==> src/hw/lcc_regs.vh <==
// register map, field positions, reset values and timing counts of the charger control
// assumes a 32-bit classic wishbone slave with word-aligned byte addresses
`ifndef LCC_REGS_VH
`define LCC_REGS_VH

// byte offsets
`define LCC_CTRL_ADR       8'h00
`define LCC_ICHG_ADR       8'h04
`define LCC_VREG_ADR       8'h08
`define LCC_VPQ_ADR        8'h0C
`define LCC_TERMINATION_CURRENT_LEVEL_ADR      8'h10
`define LCC_RFH_ADR        8'h14
`define LCC_TOPOFF_ADR     8'h18
`define LCC_SAFE_ADR       8'h1C
`define LCC_JEITA_ADR      8'h20
`define LCC_STATUS_ADR     8'h24
`define LCC_ISTAT_ADR      8'h28
`define LCC_IMASK_ADR      8'h2C

// control fields
`define LCC_CTRL_EN        0
`define LCC_CTRL_AUTO      1
`define LCC_CTRL_STOP      2

// jeita fields
`define LCC_JT_COOL_V      0
`define LCC_JT_COOL_I      1
`define LCC_JT_WARM_V      2
`define LCC_JT_WARM_I      3

// interrupt fields
`define LCC_IRQ_DONE       0
`define LCC_IRQ_FAULT      1
`define LCC_IRQ_HOT        2
`define LCC_IRQ_STOP       3
`define LCC_IRQ_RECHG      4
`define LCC_IRQ_W          5

// reset values
`define LCC_ICHG_RST       4'h4
`define LCC_VREG_RST       10'h1A4
`define LCC_VPQ_RST        10'h12C
`define LCC_TERMINATION_CURRENT_LEVEL_RST      10'h014
`define LCC_RFH_RST        10'h00A
`define LCC_TOPOFF_RST     8'h1E
`define LCC_SAFE_RST       16'hC818
`define LCC_JEITA_RST      4'h5

// charge settings, current in 25 mA steps, voltage in 10 mV steps
`define LCC_I_MIN_STEPS    5'h02
`define LCC_I_MAX_STEPS    5'h1E
`define LCC_I_PQ_STEPS     5'h01
`define LCC_V_RED_STEPS    10'h00C

// zones
`define LCC_Z_COLD         3'h0
`define LCC_Z_COOL         3'h1
`define LCC_Z_NORM         3'h2
`define LCC_Z_WARM         3'h3
`define LCC_Z_HOT          3'h4

// one-second tick at 125 MHz
`define LCC_CLK_HZ         125_000_000
`define LCC_TICK_S         1
`define LCC_TICK_CYC       (`LCC_CLK_HZ * `LCC_TICK_S)

`endif

==> src/hw/lcc_sync.v <==
// two-flop synchroniser for a group of asynchronous level inputs
// assumes the inputs are quasi-static levels from comparators
`timescale 1ns/1ps
module lcc_sync #(
	parameter W = 5
) (
	// clock
	input  wire         clk,
	input  wire         rst,
	// levels
	input  wire [W-1:0] d,
	output wire [W-1:0] q
);
	reg [W-1:0] meta_ff;
	reg [W-1:0] sync_ff;

	always @(posedge clk) begin
		if (rst) begin
			meta_ff <= {W{1'b0}};
			sync_ff <= {W{1'b0}};
		end else begin
			meta_ff <= d;
			sync_ff <= meta_ff;
		end
	end

	assign q = sync_ff;
endmodule // lcc_sync

==> src/hw/lcc_tick.v <==
// divider making a one-cycle enable pulse every DIV clocks
// assumes one clock domain, synchronous reset
`timescale 1ns/1ps
module lcc_tick #(
	parameter [31:0] DIV = 32'd125_000_000
) (
	// clock
	input  wire clk,
	input  wire rst,
	// pulse
	output reg  tick
);
	reg [31:0] cnt_ff;

	always @(posedge clk) begin
		if (rst) begin
			cnt_ff <= 32'h0000_0000;
			tick   <= 1'b0;
		end else if (cnt_ff >= DIV - 32'd1) begin
			cnt_ff <= 32'h0000_0000;
			tick   <= 1'b1;
		end else begin
			cnt_ff <= cnt_ff + 32'd1;
			tick   <= 1'b0;
		end
	end
endmodule // lcc_tick

==> src/hw/lcc_charger.v <==
// single-cell li-ion charge controller: mode sequencing, termination,
// recharge, temperature zones, safety timers, wishbone registers, interrupt
// assumes battery voltage and current samples arrive on CLK; the thermistor
// comparator levels are asynchronous
`timescale 1ns/1ps
`include "lcc_regs.vh"

// How it works
// - below prequal threshold, run prequalification
// - prequal current 25 mA, under 0.1C
// - fast charge drives CC/CV programmed setpoint
// - fast current 50 to 750 mA, 50 mA steps
// - host stop command halts charging
// - auto stop: termination current plus top-off expiry
// - auto stop: recharge below regulation minus hysteresis
// - disabled below 0 C or above 45 C
// - 10 to 25 C uses settings unchanged
// - cool and warm zones select reductions independently
// - reduction: minus 120 mV, half current
// - 60 C threshold raises an interrupt
// - safety timers bound prequal and fast charge
module lcc_charger #(
	parameter [31:0] TICK_CYC = `LCC_TICK_CYC
) (
	// clock and reset
	input  wire        CLK,
	input  wire        RST,
	// wishbone slave
	input  wire        WB_CYC_I,
	input  wire        WB_STB_I,
	input  wire        WB_WE_I,
	input  wire [7:0]  WB_ADR_I,
	input  wire [3:0]  WB_SEL_I,
	input  wire [31:0] WB_DAT_I,
	output reg  [31:0] WB_DAT_O,
	output reg         WB_ACK_O,
	// battery samples, 10 mV and 1 mA units
	input  wire [9:0]  BAT_MV,
	input  wire [9:0]  CHG_MA,
	// thermistor comparators, above 0/10/25/45/60 C
	input  wire [4:0]  THERMISTOR_INPUT,
	// charger power stage
	output reg         CHG_EN,
	output reg         CHG_PREQUAL,
	output reg  [4:0]  ISET_STEPS,
	output reg  [9:0]  VSET_STEPS,
	// interrupt
	output reg         IRQ
);
	localparam [2:0] ST_IDLE   = 3'd0;
	localparam [2:0] ST_PREQ   = 3'd1;
	localparam [2:0] ST_FAST   = 3'd2;
	localparam [2:0] ST_TOPOFF = 3'd3;
	localparam [2:0] ST_DONE   = 3'd4;
	localparam [2:0] ST_FAULT  = 3'd5;

	// configuration
	reg                  en_ff;
	reg                  auto_stop_enable_ff;
	reg [3:0]            ichg_ff;
	reg [9:0]            regulation_voltage_ff;
	reg [9:0]            prequal_threshold_ff;
	reg [9:0]            termination_current_level_ff;
	reg [9:0]            recharge_hysteresis_ff;
	reg [7:0]            top_off_duration_ff;
	reg [15:0]           safe_ff;
	reg [3:0]            jeita_ff;
	reg [`LCC_IRQ_W-1:0] istat_ff;
	reg [`LCC_IRQ_W-1:0] imask_ff;
	// state
	reg [2:0]            state_ff;
	reg [2:0]            nxt_state;
	reg [15:0]           sec_ff;
	reg                  hot_ff;
	wire [4:0]           thermistor_input;
	wire                 tick;

	lcc_sync #(
		.W (5)
	) u_sync (
		.clk (CLK),
		.rst (RST),
		.d   (THERMISTOR_INPUT),
		.q   (thermistor_input)
	);

	lcc_tick #(
		.DIV (TICK_CYC)
	) u_tick (
		.clk  (CLK),
		.rst  (RST),
		.tick (tick)
	);

	// temperature zone decode
	reg [2:0] zone;
	always @* begin
		if (!thermistor_input[0])
			zone = `LCC_Z_COLD;
		else if (!thermistor_input[1])
			zone = `LCC_Z_COOL;
		else if (!thermistor_input[2])
			zone = `LCC_Z_NORM;
		else if (!thermistor_input[3])
			zone = `LCC_Z_WARM;
		else
			zone = `LCC_Z_HOT;
	end

	wire temp_ok = (zone != `LCC_Z_COLD) && (zone != `LCC_Z_HOT);
	wire v_red = ((zone == `LCC_Z_COOL) && jeita_ff[`LCC_JT_COOL_V]) ||
		((zone == `LCC_Z_WARM) && jeita_ff[`LCC_JT_WARM_V]);
	wire i_red = ((zone == `LCC_Z_COOL) && jeita_ff[`LCC_JT_COOL_I]) ||
		((zone == `LCC_Z_WARM) && jeita_ff[`LCC_JT_WARM_I]);

	// effective setpoints; normal zone passes settings through
	wire [4:0] fast_raw = {ichg_ff, 1'b0};
	wire [4:0] fast_i = (fast_raw < `LCC_I_MIN_STEPS) ? `LCC_I_MIN_STEPS : fast_raw;
	wire [4:0] fast_half = {1'b0, fast_i[4:1]};
	wire [4:0] eff_i = i_red ? fast_half : fast_i;
	wire [9:0] vdrop = v_red ? `LCC_V_RED_STEPS : 10'h000;
	wire [9:0] eff_v = (regulation_voltage_ff > vdrop) ?
		(regulation_voltage_ff - vdrop) : 10'h000;

	// comparisons
	wire        below_pq = BAT_MV < prequal_threshold_ff;
	wire        at_termination_current_level = CHG_MA <= termination_current_level_ff;
	wire [10:0] rech_sum = {1'b0, BAT_MV} + {1'b0, recharge_hysteresis_ff};
	wire        need_rech = rech_sum < {1'b0, eff_v};
	wire        top_done = sec_ff >= {8'h00, top_off_duration_ff};
	wire        pq_over = (safe_ff[7:0] != 8'h00) && (sec_ff[13:6] >= safe_ff[7:0]);
	wire        fc_over = (safe_ff[15:8] != 8'h00) && (sec_ff[13:6] >= safe_ff[15:8]);

	// bus decode
	wire        req = WB_CYC_I && WB_STB_I && !WB_ACK_O;
	wire        wr = req && WB_WE_I;
	wire        wr_ctrl = wr && (WB_ADR_I == `LCC_CTRL_ADR) && WB_SEL_I[0];
	wire        stop_cmd = wr_ctrl && WB_DAT_I[`LCC_CTRL_STOP];
	wire        en_next = stop_cmd ? 1'b0 : (wr_ctrl ? WB_DAT_I[`LCC_CTRL_EN] : en_ff);

	// mode sequencing
	always @* begin
		nxt_state = state_ff;
		case (state_ff)
			ST_IDLE: begin
				if (en_ff && temp_ok)
					nxt_state = below_pq ? ST_PREQ : ST_FAST;
			end
			ST_PREQ: begin
				if (pq_over)
					nxt_state = ST_FAULT;
				else if (!below_pq)
					nxt_state = ST_FAST;
			end
			ST_FAST: begin
				if (fc_over)
					nxt_state = ST_FAULT;
				else if (below_pq)
					nxt_state = ST_PREQ;
				else if (auto_stop_enable_ff && at_termination_current_level)
					nxt_state = ST_TOPOFF;
			end
			ST_TOPOFF: begin
				if (!auto_stop_enable_ff || !at_termination_current_level)
					nxt_state = ST_FAST;
				else if (top_done)
					nxt_state = ST_DONE;
			end
			ST_DONE: begin
				if (!auto_stop_enable_ff)
					nxt_state = ST_IDLE;
				else if (need_rech)
					nxt_state = ST_FAST;
			end
			ST_FAULT: begin
				nxt_state = ST_FAULT;
			end
			default: begin
				nxt_state = ST_IDLE;
			end
		endcase
		if (state_ff != ST_FAULT && state_ff != ST_DONE && !temp_ok)
			nxt_state = ST_IDLE;
		// done holds through a temperature excursion, but never past a stop
		if (state_ff == ST_DONE && auto_stop_enable_ff && !temp_ok)
			nxt_state = ST_DONE;
		if (!en_ff || stop_cmd)
			nxt_state = ST_IDLE;
	end

	wire ev_done = (state_ff == ST_TOPOFF) && (nxt_state == ST_DONE);
	wire ev_fault = (state_ff != ST_FAULT) && (nxt_state == ST_FAULT);
	wire ev_hot = thermistor_input[4] && !hot_ff;
	wire ev_rech = (state_ff == ST_DONE) && (nxt_state == ST_FAST);
	wire [`LCC_IRQ_W-1:0] ev = {ev_rech, stop_cmd, ev_hot, ev_fault, ev_done};
	wire charging = (state_ff == ST_PREQ) || (state_ff == ST_FAST) ||
		(state_ff == ST_TOPOFF);

	// state, timer, outputs
	always @(posedge CLK) begin
		if (RST) begin
			state_ff    <= ST_IDLE;
			sec_ff      <= 16'h0000;
			hot_ff      <= 1'b0;
			CHG_EN      <= 1'b0;
			CHG_PREQUAL <= 1'b0;
			ISET_STEPS  <= 5'h00;
			VSET_STEPS  <= 10'h000;
			IRQ         <= 1'b0;
		end else begin
			state_ff <= nxt_state;
			hot_ff   <= thermistor_input[4];
			if (nxt_state != state_ff)
				sec_ff <= 16'h0000;
			else if (tick && sec_ff != 16'hFFFF)
				sec_ff <= sec_ff + 16'h0001;
			CHG_EN      <= charging && temp_ok;
			CHG_PREQUAL <= state_ff == ST_PREQ;
			ISET_STEPS  <= (state_ff == ST_PREQ) ? `LCC_I_PQ_STEPS : eff_i;
			VSET_STEPS  <= eff_v;
			IRQ         <= |(istat_ff & imask_ff);
		end
	end

	// register writes
	always @(posedge CLK) begin
		if (RST) begin
			en_ff                        <= 1'b0;
			auto_stop_enable_ff          <= 1'b0;
			ichg_ff                      <= `LCC_ICHG_RST;
			regulation_voltage_ff        <= `LCC_VREG_RST;
			prequal_threshold_ff         <= `LCC_VPQ_RST;
			termination_current_level_ff <= `LCC_TERMINATION_CURRENT_LEVEL_RST;
			recharge_hysteresis_ff       <= `LCC_RFH_RST;
			top_off_duration_ff          <= `LCC_TOPOFF_RST;
			safe_ff                      <= `LCC_SAFE_RST;
			jeita_ff                     <= `LCC_JEITA_RST;
			istat_ff                     <= {`LCC_IRQ_W{1'b0}};
			imask_ff                     <= {`LCC_IRQ_W{1'b0}};
		end else begin
			en_ff <= en_next;
			if (wr_ctrl)
				auto_stop_enable_ff <= WB_DAT_I[`LCC_CTRL_AUTO];
			if (wr && WB_SEL_I[0]) begin
				case (WB_ADR_I)
					`LCC_ICHG_ADR: ichg_ff <= WB_DAT_I[3:0];
					`LCC_TOPOFF_ADR: top_off_duration_ff <= WB_DAT_I[7:0];
					`LCC_JEITA_ADR: jeita_ff <= WB_DAT_I[3:0];
					`LCC_IMASK_ADR: imask_ff <= WB_DAT_I[`LCC_IRQ_W-1:0];
					default: begin
					end
				endcase
			end
			if (wr && WB_SEL_I[0] && WB_SEL_I[1]) begin
				case (WB_ADR_I)
					`LCC_VREG_ADR: regulation_voltage_ff <= WB_DAT_I[9:0];
					`LCC_VPQ_ADR: prequal_threshold_ff <= WB_DAT_I[9:0];
					`LCC_TERMINATION_CURRENT_LEVEL_ADR: termination_current_level_ff <= WB_DAT_I[9:0];
					`LCC_RFH_ADR: recharge_hysteresis_ff <= WB_DAT_I[9:0];
					`LCC_SAFE_ADR: safe_ff <= WB_DAT_I[15:0];
					default: begin
					end
				endcase
			end
			// new events win over a simultaneous clear
			if (wr && WB_SEL_I[0] && WB_ADR_I == `LCC_ISTAT_ADR)
				istat_ff <= (istat_ff & ~WB_DAT_I[`LCC_IRQ_W-1:0]) | ev;
			else
				istat_ff <= istat_ff | ev;
		end
	end

	// read mux
	reg [31:0] rd;
	always @* begin
		rd = 32'h0000_0000;
		case (WB_ADR_I)
			`LCC_CTRL_ADR: rd = {30'h0000_0000, auto_stop_enable_ff, en_ff};
			`LCC_ICHG_ADR: rd = {28'h000_0000, ichg_ff};
			`LCC_VREG_ADR: rd = {22'h00_0000, regulation_voltage_ff};
			`LCC_VPQ_ADR: rd = {22'h00_0000, prequal_threshold_ff};
			`LCC_TERMINATION_CURRENT_LEVEL_ADR: rd = {22'h00_0000, termination_current_level_ff};
			`LCC_RFH_ADR: rd = {22'h00_0000, recharge_hysteresis_ff};
			`LCC_TOPOFF_ADR: rd = {24'h00_0000, top_off_duration_ff};
			`LCC_SAFE_ADR: rd = {16'h0000, safe_ff};
			`LCC_JEITA_ADR: rd = {28'h000_0000, jeita_ff};
			`LCC_STATUS_ADR: rd = {20'h0_0000, thermistor_input, zone, 1'b0, state_ff};
			`LCC_ISTAT_ADR: rd = {27'h000_0000, istat_ff};
			`LCC_IMASK_ADR: rd = {27'h000_0000, imask_ff};
			default: rd = 32'h0000_0000;
		endcase
	end

	// single-wait-state ack
	always @(posedge CLK) begin
		if (RST) begin
			WB_ACK_O <= 1'b0;
			WB_DAT_O <= 32'h0000_0000;
		end else begin
			WB_ACK_O <= req;
			if (req && !WB_WE_I)
				WB_DAT_O <= rd;
		end
	end
endmodule // lcc_charger

==> config.mk <==
export PLATFORM = sky130hd
export DESIGN_NAME = lcc_charger
export DESIGN_NICKNAME = d
export VERILOG_FILES = /design/src/hw/lcc_sync.v /design/src/hw/lcc_tick.v /design/src/hw/lcc_charger.v
export VERILOG_INCLUDE_DIRS = /design/src /design/src/hw
export SDC_FILE = /design/constraint.sdc
export NUM_CORES = 1
export LEC_CHECK = 0
export ABC_AREA = 1
export BUFFER_PORTS_ARGS = -buffer_cell sky130_fd_sc_hd__buf_2
export CAP_MARGIN = 20
export CORE_ASPECT_RATIO = 1.25
export CORE_MARGIN = 5
export CORE_UTILIZATION = 35
export CTS_BUF_LIST = sky130_fd_sc_hd__clkbuf_4
export DETAILED_ROUTE_END_ITERATION = 12
export HOLD_SLACK_MARGIN = 0.02
export PLACE_DENSITY = 0.56
export SYNTH_ARGS = -nofsm -noshare
export SYNTH_HDL_FRONTEND = slang
export SYNTH_SLANG_ARGS = --single-unit
==> constraint.sdc <==
create_clock -name CLK -period 5.3 [get_ports CLK]
set_clock_uncertainty 0.1 [all_clocks]
set_input_delay 1.06 -clock CLK [delete_from_list [all_inputs] [get_ports CLK]]
set_output_delay 1.06 -clock CLK [all_outputs]
set_load 0.02 [all_outputs]
Yosys cells after proc, flatten, opt, wreduce, memory -nomap -nowiden:

Cells that the tools add are included.

* register bits after elaboration: 198
* input port bits: 74
* output and inout bits: 51
* logic and storage cells: 161

* add/subtract/negate cells: 4
* $lt $le $gt $ge: 9
* equality and inequality tests: 26
* muxes and demuxes: 27
* bitwise logic cells: 5
* reductions and logical operators: 62

Operator list (number)
* 16-bit case mux with 12 select lines: 1
* 3-bit 2-to-1 mux: 17
* 32-bit by 1-bit adder with 32-bit output, second input constant: 1
* 8-bit by 5-bit == test with 1-bit output, second input constant: 4
* 8-bit by 6-bit == test with 1-bit output, second input constant: 4
* 32-bit by 27-bit greater-or-equal comparator with 1-bit output, second input constant: 1
* 1-bit logical AND: 29
* 3-bit case mux with 6 select lines: 1
* 2-bit AND reduction: 9
* 16-bit by 1-bit adder with 16-bit output, second input constant: 1
* 8-bit by 4-bit == test with 1-bit output, second input constant: 2
* 16-bit by 8-bit greater-or-equal comparator with 1-bit output: 1
* 8-bit greater-or-equal comparator: 2
* 16-bit != test, second input constant: 1
* 8-bit nonzero test: 2
* 3-bit by 2-bit == test with 1-bit output, second input constant: 4
* 3-bit == test, second input constant: 4
* 10-bit by 10-bit adder with 11-bit output: 1
* 11-bit by 10-bit less-than comparator with 1-bit output: 1
* 5-bit AND: 2
* 10-bit by 4-bit > comparator with 1-bit output: 1
* 10-bit less-or-equal comparator: 1
* 10-bit less-than comparator: 1
* 10-bit 2-to-1 mux: 1
* 20 further kinds: 41

Longest topological paths before layout:

Gate-level depths: netlist (run 1).

* depth after elaboration: 21
* depth in mapped cells: 31
* depth with buffers taken out: 30

Modules after synthesis:

From an unflattened synthesis (run 1), not the netlist that was laid out.

* cell total of the unflattened synthesis: 1404
* area total of the unflattened synthesis: 10172.3 µm²

Modules (own cells, without submodules)
* lcc_charger: instances 1, cells each 1112, area each 8085.3 µm², sequential area each 2782.7 µm²
* lcc_tick: instances 1, cells each 261, area each 1800.5 µm², sequential area each 660.6 µm²
* lcc_sync: instances 1, cells each 31, area each 286.5 µm², sequential area each 200.2 µm²

Worst setup path after synthesis (run 1):

OpenSTA, ideal clock, no wires.

* path type: input to register
* start point: input BAT_MV[2]
* end point: register sec_ff[10]
* library setup time: 0.112 ns
* arrival time: 3.996 ns
* data required time: 5.088 ns
* path slack: 1.092 ns
* stages: 28
* path buffers: 1
* path through: ha_1 > nand3_1 > nand3_1 > a21o_1 > a21oi_1 > nor2_1 > o21ai_0 > nand2_1 > nand2_1 > nand2_1 > a21oi_1 > xor2_1 > ha_1 > inv_1 > nor3_1 > nor3b_1 > nand2_1 > nand3_1 > nand2_1 > nand2_1 > nand2_2 > nand2_2 > nand2_1 > nand2_1 > nor2_2 > nand2_2 > buf_6 > nor2_2

* longest elaborated chain between the ends: 10
* elaborated cells between the ends (all ways): 17
* those cells by class: add/sub (1); order compare (2); eq/ne (1); mux (12); reduce/logical (1)

RTL lines
* from (decl): RTL line lcc_charger.v:38 `input wire [9:0] BAT_MV,`
* 10-bit by 10-bit adder with 11-bit output: RTL line lcc_charger.v:128 `wire [10:0] rech_sum = {1'b0, BAT_MV} + {1'b0, recharge_hysteresis_ff};`
* 11-bit by 10-bit less-than comparator with 1-bit output: RTL line lcc_charger.v:129 `wire need_rech = rech_sum < {1'b0, eff_v};`
* 3-bit 2-to-1 mux: RTL line lcc_charger.v:172 `else if (need_rech)`
* 3-bit 2-to-1 mux: RTL line lcc_charger.v:170 `if (!auto_stop_enable_ff)`
* 3-bit case mux with 6 select lines (*): RTL line lcc_charger.v:144 `case (state_ff)`
* 3-bit 2-to-1 mux (*): RTL line lcc_charger.v:182 `if (state_ff != ST_FAULT && state_ff != ST_DONE && !temp_ok)`
* 3-bit 2-to-1 mux (*): RTL line lcc_charger.v:185 `if (state_ff == ST_DONE && auto_stop_enable_ff && !temp_ok)`
* 3-bit 2-to-1 mux (*): RTL line lcc_charger.v:187 `if (!en_ff || stop_cmd)`
* 3-bit != test (*): RTL line lcc_charger.v:213 `if (nxt_state != state_ff)`
* 2-bit OR reduction (no source line) (*)
* to (signal assigned): RTL line lcc_charger.v:216 `sec_ff <= sec_ff + 16'h0001;`
* to (decl): RTL line lcc_charger.v:73 `reg [15:0] sec_ff;`

Mark *: on every way between the ends. The rest lies on a longest branch, timed or not.
A chain may end at the register's enable or synchronous reset.

Worst setup path in the final report (run 1):

* start point: register u_sync.sync_ff[0] (netlist: u_sync.q[0])
* end point: register sec_ff[4]

* longest elaborated chain between the ends: 16
* elaborated cells between the ends (all ways): 27
* those cells by class: add/sub (1); order compare (2); eq/ne (4); mux (10); reduce/logical (10)

RTL lines
* from (decl): RTL line lcc_sync.v:15 `reg [W-1:0] sync_ff;`
* from (signal assigned): RTL line lcc_sync.v:20 `sync_ff <= {W{1'b0}};`
* from (signal assigned): RTL line lcc_sync.v:23 `sync_ff <= meta_ff;`
* 3-bit 2-to-1 mux (*): RTL line lcc_charger.v:98 `if (!thermistor_input[0])`
* 3-bit by 1-bit == test with 1-bit output (no source line) / 3-bit by 2-bit == test with 1-bit output (equally long branches)
* 1-bit logical AND (on tied branches): RTL line lcc_charger.v:111, lcc_charger.v:112
* 1-bit logical OR: RTL line lcc_charger.v:111 `` wire v_red = ((zone == `LCC_Z_COOL) && jeita_ff[`LCC_JT_COOL_V]) || ``
* 4-bit 2-to-1 mux: RTL line lcc_charger.v:121 `` wire [9:0] vdrop = v_red ? `LCC_V_RED_STEPS : 10'h000; ``
* 10-bit by 4-bit subtractor with 10-bit output / 10-bit by 4-bit > comparator with 1-bit output (equally long branches): RTL line lcc_charger.v:123, lcc_charger.v:122
* 10-bit 2-to-1 mux: RTL line lcc_charger.v:122 `wire [9:0] eff_v = (regulation_voltage_ff > vdrop) ?`
* 11-bit by 10-bit less-than comparator with 1-bit output: RTL line lcc_charger.v:129
* 3-bit 2-to-1 mux: RTL line lcc_charger.v:172
* 3-bit 2-to-1 mux: RTL line lcc_charger.v:170
* 3-bit case mux with 6 select lines: RTL line lcc_charger.v:144
* 3-bit 2-to-1 mux: RTL line lcc_charger.v:182
* 3-bit 2-to-1 mux (*): RTL line lcc_charger.v:185
* 3-bit 2-to-1 mux (*): RTL line lcc_charger.v:187
* 3-bit != test (*): RTL line lcc_charger.v:213
* 2-bit OR reduction (no source line) (*)

Marked as above.

==> flow_metrics.env, run 1 <==
export IMPL_setup_ws_ns=0.863
export IMPL_place_port_buffers=90
export IMPL_crit_top_cell="nand2_1"
export IMPL_vdd_drop_max_uv=124
export IMPL_synth_edf_count=0
export IMPL_path_buf_inv=5
export IMPL_max_slew_margin_rel_pct=44.3
export IMPL_yosysSeqAreaShare_pct=37.3
export IMPL_finalHoldViolations=0
export IMPL_ant_nets=0
export IMPL_die_area_mm2=0.0314
export IMPL_start_util_pct=35.4
export IMPL_cts_tree="yes"
export IMPL_fin_util_pct=39.2
export IMPL_maxCapViolCount=0
export IMPL_critPathSlowestCell="dfxtp_1"
export IMPL_via_count=8762
export IMPL_holdBufCountCts=0
export IMPL_final_cell_area_mm2=0.0108
export IMPL_synth_area_leaders="dfxtp_1 37%, nand2_1 8.5%, ha_1 8.5%"
export IMPL_yosys_area_top_type="dfxtp_1"
export IMPL_tightestPinTransition_ns=0.835
export IMPL_hpwl_um=21900
export IMPL_numCtsBuffers=17
export IMPL_wl_per_cell_um=15.7
export IMPL_synth_common_cells="222 x nand2_1, 207 x inv_1, 182 x dfxtp_1"
export IMPL_rsz0062_at_grt="no"
export IMPL_routed_via_density=4.92
export IMPL_area_delta_synth_final_pct=10.6
export IMPL_htreeDepth=4
export IMPL_cp_slowest_stage_delay_ns=0.52
export IMPL_leakage_uw=0.00462
export IMPL_finalWirelength_um=28000
export IMPL_antenna_found_initial=5
export IMPL_clock_sinks=182
export IMPL_grt_total_usage_pct=17.7
export IMPL_crit_fanout=16
export IMPL_clock_latency_ns=0.63
export IMPL_syn_inst=1327
export IMPL_cp_required_ns=5.69
export IMPL_first_iter_violations=529
export IMPL_ys_seq_elements=182
export IMPL_worstPathArrival_ns=4.82
export IMPL_synth_cell_types=52
export IMPL_synth_top_area_share_pct=37.3
export IMPL_overflow=0
export IMPL_worst_setup_path_start_kind="flop"
export IMPL_clkTransAtPathRegs_ns=0.15
export IMPL_grt_pass1_vias=8223
export IMPL_hold_class="reg2reg"
export IMPL_fin_crit_sh_pct=83.7
export IMPL_r2r_slack_ns=0.86
export IMPL_synthFlopType="dfxtp_1"
export IMPL_crit_family="simple AND/OR/NAND/NOR gates"
export IMPL_grt_max_degree=85
export IMPL_max_freq_mhz=225
export IMPL_p_per_area_mw_per_mm2=215
export IMPL_yosysMostFrequentCell="nand2_1"
export IMPL_avgSynthCellArea_um2=7.36
export IMPL_num_rows=68
export IMPL_ys_async_sr_fraction_pct=0
export IMPL_setup_viol=0
export IMPL_cts_max_path_buffers=2
export IMPL_die_x_um=159
export IMPL_core_area_mm2=0.0276
export IMPL_cts_setup_buffers=0
export IMPL_grt_pass1_wl_um=44000
export IMPL_dpl_cell_area_mm2=0.0105
export IMPL_synth_area_mm2=0.00976
export IMPL_synth_warnings=0
export IMPL_drcViolationCount=0
export IMPL_fin_nets=1557
export IMPL_firstDrtPassIters=5
export IMPL_preCtsSetupSlack_ns=0.272
export IMPL_holdWs_ns=0.309
export IMPL_ios=125
export IMPL_critical_path_class="reg2reg"
export IMPL_place_gp_congestion=0.886
export IMPL_cts_resized=0
export IMPL_root_buffer="clkbuf_4"
export IMPL_status="finished clean"
export IMPL_die_h_um=197
export IMPL_fin_setup_tns_ns=0
export IMPL_drive_gt1_share_pct=13.2
export IMPL_maxSlewViolCount=0
export IMPL_period_minus_slack_ns=4.44
export IMPL_endpoint_kind="flop"
## power by group
part	internal (uW)	switching [uW]
registers	1380	6.20
clock network	205	550
logic	55.4	120
total	1640	675
## state kept, by name, indices dropped and copies added, names as in the netlist, 3 cells and up
name,flops
VSET_STEPS,10
ISET_STEPS,5
safe_ff,16
termination_current_level_ff,10
regulation_voltage_ff,10
sec_ff,16
WB_DAT_O,16
u_tick.cnt_ff,32
istat_ff,5
recharge_hysteresis_ff,10
top_off_duration_ff,8
u_sync.q,5
imask_ff,5
jeita_ff,4
ichg_ff,4
state_ff,3
u_sync.meta_ff,5
prequal_threshold_ff,10
## layout make-up
cell class / instances / area [um2]
diodes: 4 / 10.0
clock buffers: 17 / 128
clock inverters: 15 / 136
fillers: 2950 / 16800
inverters: 215 / 807
multi-input cells: 904 / 5140
flip-flops and latches: 182 / 3640
well taps: 350 / 438
repair buffers: 95 / 495
## path summary, 6_finish.rpt
check / startpoint / end / cells past startpoint
max: u_sync.q[0]$_SDFF_PP0_ / sec_ff[4]$_SDFFE_PP0P_ / 28
min: u_sync.meta_ff[0]$_SDFF_PP0_ / u_sync.q[0]$_SDFF_PP0_ / 2
max reg2reg: u_sync.q[0]$_SDFF_PP0_ / sec_ff[4]$_SDFFE_PP0P_ / 28
min reg2reg: u_sync.meta_ff[0]$_SDFF_PP0_ / u_sync.q[0]$_SDFF_PP0_ / 2
## layout by cell type (no fill, tap or decap), types with 3 or more instances in the layout
cell and instances:
o22ai_1 27, nor2_4 6, nor3b_1 5, diode_2 4, clkbuf_4 17, xor2_1 23
o31ai_1 3, clkinv_1 3, inv_8 3, conb_1 21, inv_1 206, nor2_2 20
inv_6 5, nor3_2 5, a21o_1 3, a211oi_1 7, ha_1 66, nand2_2 8
o211ai_1 25, dfxtp_1 182, xnor2_1 6, or2_2 4, nor4_1 5, nand2_1 222
nand3_2 5, nor2_1 127, nor3_1 29, buf_2 90, nand4_1 16, a221oi_1 12
buf_4 4, a21oi_1 108, nand3_1 54, inv_2 6, o21ai_0 73
## stage by stage
step	instances	total power (uW)
CTS	1777	2350
global route	1782	2430
global placement	1745	1590
finish	1782	2320
detailed placement	1745	1590
floorplan	1347	1530
## worst min-delay path: cells and delay by family (launching register included)
family	cells	cell delay, ns
buf+inv	1	0.04
flops	1	0.33
simple gates	1	0.03
## routing by layer
layer / GRT usage (%) / up-vias / wire length (um)
met3: 3.58 / 52 / 1050
met2: 32.1 / 180 / 14500
li1: - / 4531 / -
met4: 8.41 / 2 / 1040
met1: 19.9 / 3997 / 11400
met5: 0 / - / 7
## cells by family after synthesis
kind of cell | Yosys count | share of synthesized area [%]
mux | 1 | 0.103
simple gates | 514 | 24.2
xor+xnor | 29 | 2.60
other cells | 1 | 0.0384
flops | 182 | 37.3
buf+inv | 261 | 10.8
fa+ha+maj | 68 | 8.87
compound gates | 271 | 16.1
Note: power is estimated with default switching activity, not from simulation.
==> run 2: changes to the inputs <==
ABC_AREA = 0   (was 1)
clock period = 4.15 ns   (was 5.3 ns; I/O delays follow)
==> run 2 against run 1 <==
Via count rose by 1.7%; wire length rose by 14%; setup slack got worse by 0.86 ns; register-to-register slack got worse by 0.86 ns; critical path type unchanged; critical endpoint is now sec_ff[15]$_SDFFE_PP0P_; largest cell class unchanged; largest power group unchanged.
==> flow_metrics.env, run 2 <==
export IMPL_status="finished clean"
export IMPL_avgSynthCellArea_um2=8.39
export IMPL_top_register="u_tick.cnt_ff"
export IMPL_rsz0062_at_grt="yes"
export IMPL_sequential_cell_area_mm2=0.00365
export IMPL_numCtsBuffers=17
export IMPL_worstPathArrival_ns=4.56
export IMPL_yosys_area_top_type="dfxtp_1"
export IMPL_finalHoldViolations=0
export IMPL_cts_tree="yes"
export IMPL_cp_required_ns=4.57
export IMPL_maxSlewViolCount=0
export IMPL_antenna_found_initial=2
export IMPL_hold_class="in2reg"
export IMPL_synth_warnings=0
export IMPL_ant_nets=0
export IMPL_p_per_area_mw_per_mm2=263
export IMPL_finalWirelength_um=32000
export IMPL_syn_inst=1151
export IMPL_final_common_cell="dfxtp_1"
export IMPL_synth_cell_types=72
export IMPL_core_area_mm2=0.0274
export IMPL_ys_async_sr_fraction_pct=0
export IMPL_multi_input_area_mm2=0.00595
export IMPL_reg2reg_depth=18
export IMPL_ys_seq_elements=182
export IMPL_clock_sinks=182
export IMPL_period_minus_slack_ns=4.14
export IMPL_critical_path_class="reg2reg"
export IMPL_grt_total_usage_pct=20.3
export IMPL_place_port_buffers=90
export IMPL_mostFrequentLayoutCells="179 x dfxtp_1, 154 x nand2_1, 93 x nor2_1"
export IMPL_hpwl_um=24100
export IMPL_leakage_uw=0.00451
export IMPL_area_delta_synth_final_pct=20.0
export IMPL_synth_top_area_share_pct=37.7
export IMPL_overflow=0
export IMPL_max_slew_margin_rel_pct=34.5
export IMPL_firstDrtPassIters=6
export IMPL_dpl_cell_area_mm2=0.0108
export IMPL_ios=125
export IMPL_wl_per_cell_um=19.3
export IMPL_largest_reg_flops=32
export IMPL_grt_pass1_vias=8616
export IMPL_final_cell_area_mm2=0.0116
export IMPL_start_util_pct=35.2
export IMPL_root_buffer="clkbuf_4"
export IMPL_synth_area_leaders="dfxtp_1 38%, ha_1 8.6%, nand2_1 6.2%"
export IMPL_num_rows=68
export IMPL_place_gp_congestion=0.960
export IMPL_routed_via_density=5.38
export IMPL_dr_wl_met2_um=16200
export IMPL_synth_common_cells="182 x dfxtp_1, 160 x nand2_1, 93 x nor2_1"
export IMPL_max_freq_mhz=241
export IMPL_grt_pass1_wl_um=48800
export IMPL_fin_util_pct=42.3
export IMPL_fin_nets=1434
export IMPL_die_h_um=196
export IMPL_endpoint_kind="flop"
export IMPL_top_layer_used="met5"
export IMPL_synthFlopType="dfxtp_1"
export IMPL_cts_max_path_buffers=2
export IMPL_fin_crit_sh_pct=99.8
export IMPL_htreeDepth=4
export IMPL_clock_latency_ns=0.61
export IMPL_met3_length_um=1490
export IMPL_met1Wirelength_um=12600
export IMPL_clkTransAtPathRegs_ns=0.17
export IMPL_tightestPinTransition_ns=0.975
export IMPL_drcViolationCount=0
export IMPL_crit_fanout=8
export IMPL_vdd_drop_max_uv=147
export IMPL_grt_max_degree=71
export IMPL_first_iter_violations=550
export IMPL_holdPathStages=2
export IMPL_fillCellCount=2764
export IMPL_synth_area_mm2=0.00966
export IMPL_yosysSeqAreaShare_pct=37.7
export IMPL_setup_viol=0
export IMPL_via_count=8911
export IMPL_drive_gt1_share_pct=21.1
export IMPL_worst_setup_path_start_kind="flop"
export IMPL_die_x_um=159
export IMPL_maxCapViolCount=0
export IMPL_die_area_mm2=0.0310
export IMPL_yosysMostFrequentCell="dfxtp_1"
export IMPL_synth_edf_count=0
[run 2: cell types whose count changed after synthesis, moves of 23 or more]
| cell | before | now |
|---|---|---|
| nand2_1 | 222 | 160 |
| a22oi_1 | 0 | 26 |
| a21oi_1 | 108 | 72 |
| mux2i_1 | 1 | 24 |
| inv_1 | 207 | 65 |
| o21ai_0 | 73 | 15 |
| o22ai_1 | 27 | 1 |
| nor2_1 | 127 | 93 |
| clkbuf_1 | 22 | 45 |
| nor3_1 | 29 | 57 |
[run 2: cell families (layout without fill, tap and decap cells)]
family                     Yosys count  in the layout  synth area share, %
and+or+nand+nor                    471            471                 24.0
buffers and inverters              130            263                 5.84
muxes                               24             24                 2.49
AOI/OAI and AO/OA                  224            225                 16.3
xor gates and xnor gates            51             51                 4.63
adders and majority gates           68             68                 8.97
DFF                                182            182                 37.7
other                                1             22               0.0388
[run 2: final cells by class]
class                           instances  share of cell area (%)
Antenna cell                            1                  0.0216
Clock buffer                           17                    1.10
Clock inverter                         15                    1.21
Inverter                               65                    2.11
Multi-Input combinational cell        860                    51.3
Sequential cell                       182                    31.5
Tap cell                              350                    3.78
Timing Repair Buffer                  166                    8.96
[run 2: per-stage QoR]
step	TNS [ns]	worst slack (ns)	total power [uW]	instances	hold slack (ns)
after global routing	-2.79	-0.184	3170	1656	0.282
after detailed placement	-8.71	-0.519	2080	1605	0.329
final	0	0.00655	3050	1656	0.315
after CTS	-0.00196	-0.00196	3070	1657	0.264
after floorplan	0	0.00654	1970	1171	0.314
after global placement	-7.17	-0.428	2080	1605	0.327
[run 2: worst max-delay path, stage by stage (launching register included)]
cell     delay [ns]
dfxtp_2        0.37
nor2b_4        0.16
nand3_2        0.06
o21ai_1        0.08
and2_4         0.19
ha_4           0.14
fa_2           0.24
or3b_4         0.43
nor3_4         0.19
mux2i_2        0.31
ha_4           0.20
nand3_4        0.08
nor3_4         0.19
a32oi_4        0.18
nand4_1        0.18
o41a_1         0.21
nand2_2        0.11
a211o_4        0.45
nor4_2         0.17
[run 2: final timing paths]
check,from,to,slack [ns]
setup / recovery,u_sync.q[2]$_SDFF_PP0_,sec_ff[15]$_SDFFE_PP0P_,0.007
hold / removal,WB_DAT_I[15],safe_ff[15]$_SDFFE_PP1P_,0.32
setup reg to reg,u_sync.q[2]$_SDFF_PP0_,sec_ff[15]$_SDFFE_PP0P_,0.007
hold reg to reg,u_sync.meta_ff[3]$_SDFF_PP0_,u_sync.q[3]$_SDFF_PP0_,0.35
[run 2: power breakdown]
part           switching (uW)  total [uW]  internal, uW
Clock                     713         979           265
Combinational             185         289           105
Sequential               11.7        1780          1770
[run 2: what timing repair did]
item	4_1_cts	5_1_grt
pin swaps	20	29
hold buffers	0	0
cloned	2	0
gates resized for setup	40	30
buffers inserted	18	0
setup endpoints to repair	19	20
endpoints found under the hold margin	0	0
[run 2: metal layers]
| metal | up-vias | track usage [%] |
|---|---|---|
| met5 | - | 0 |
| met4 | 2 | 10.0 |
| met3 | 78 | 3.35 |
| met2 | 270 | 35.6 |
| met1 | 4207 | 23.5 |
| li1 | 4354 | - |
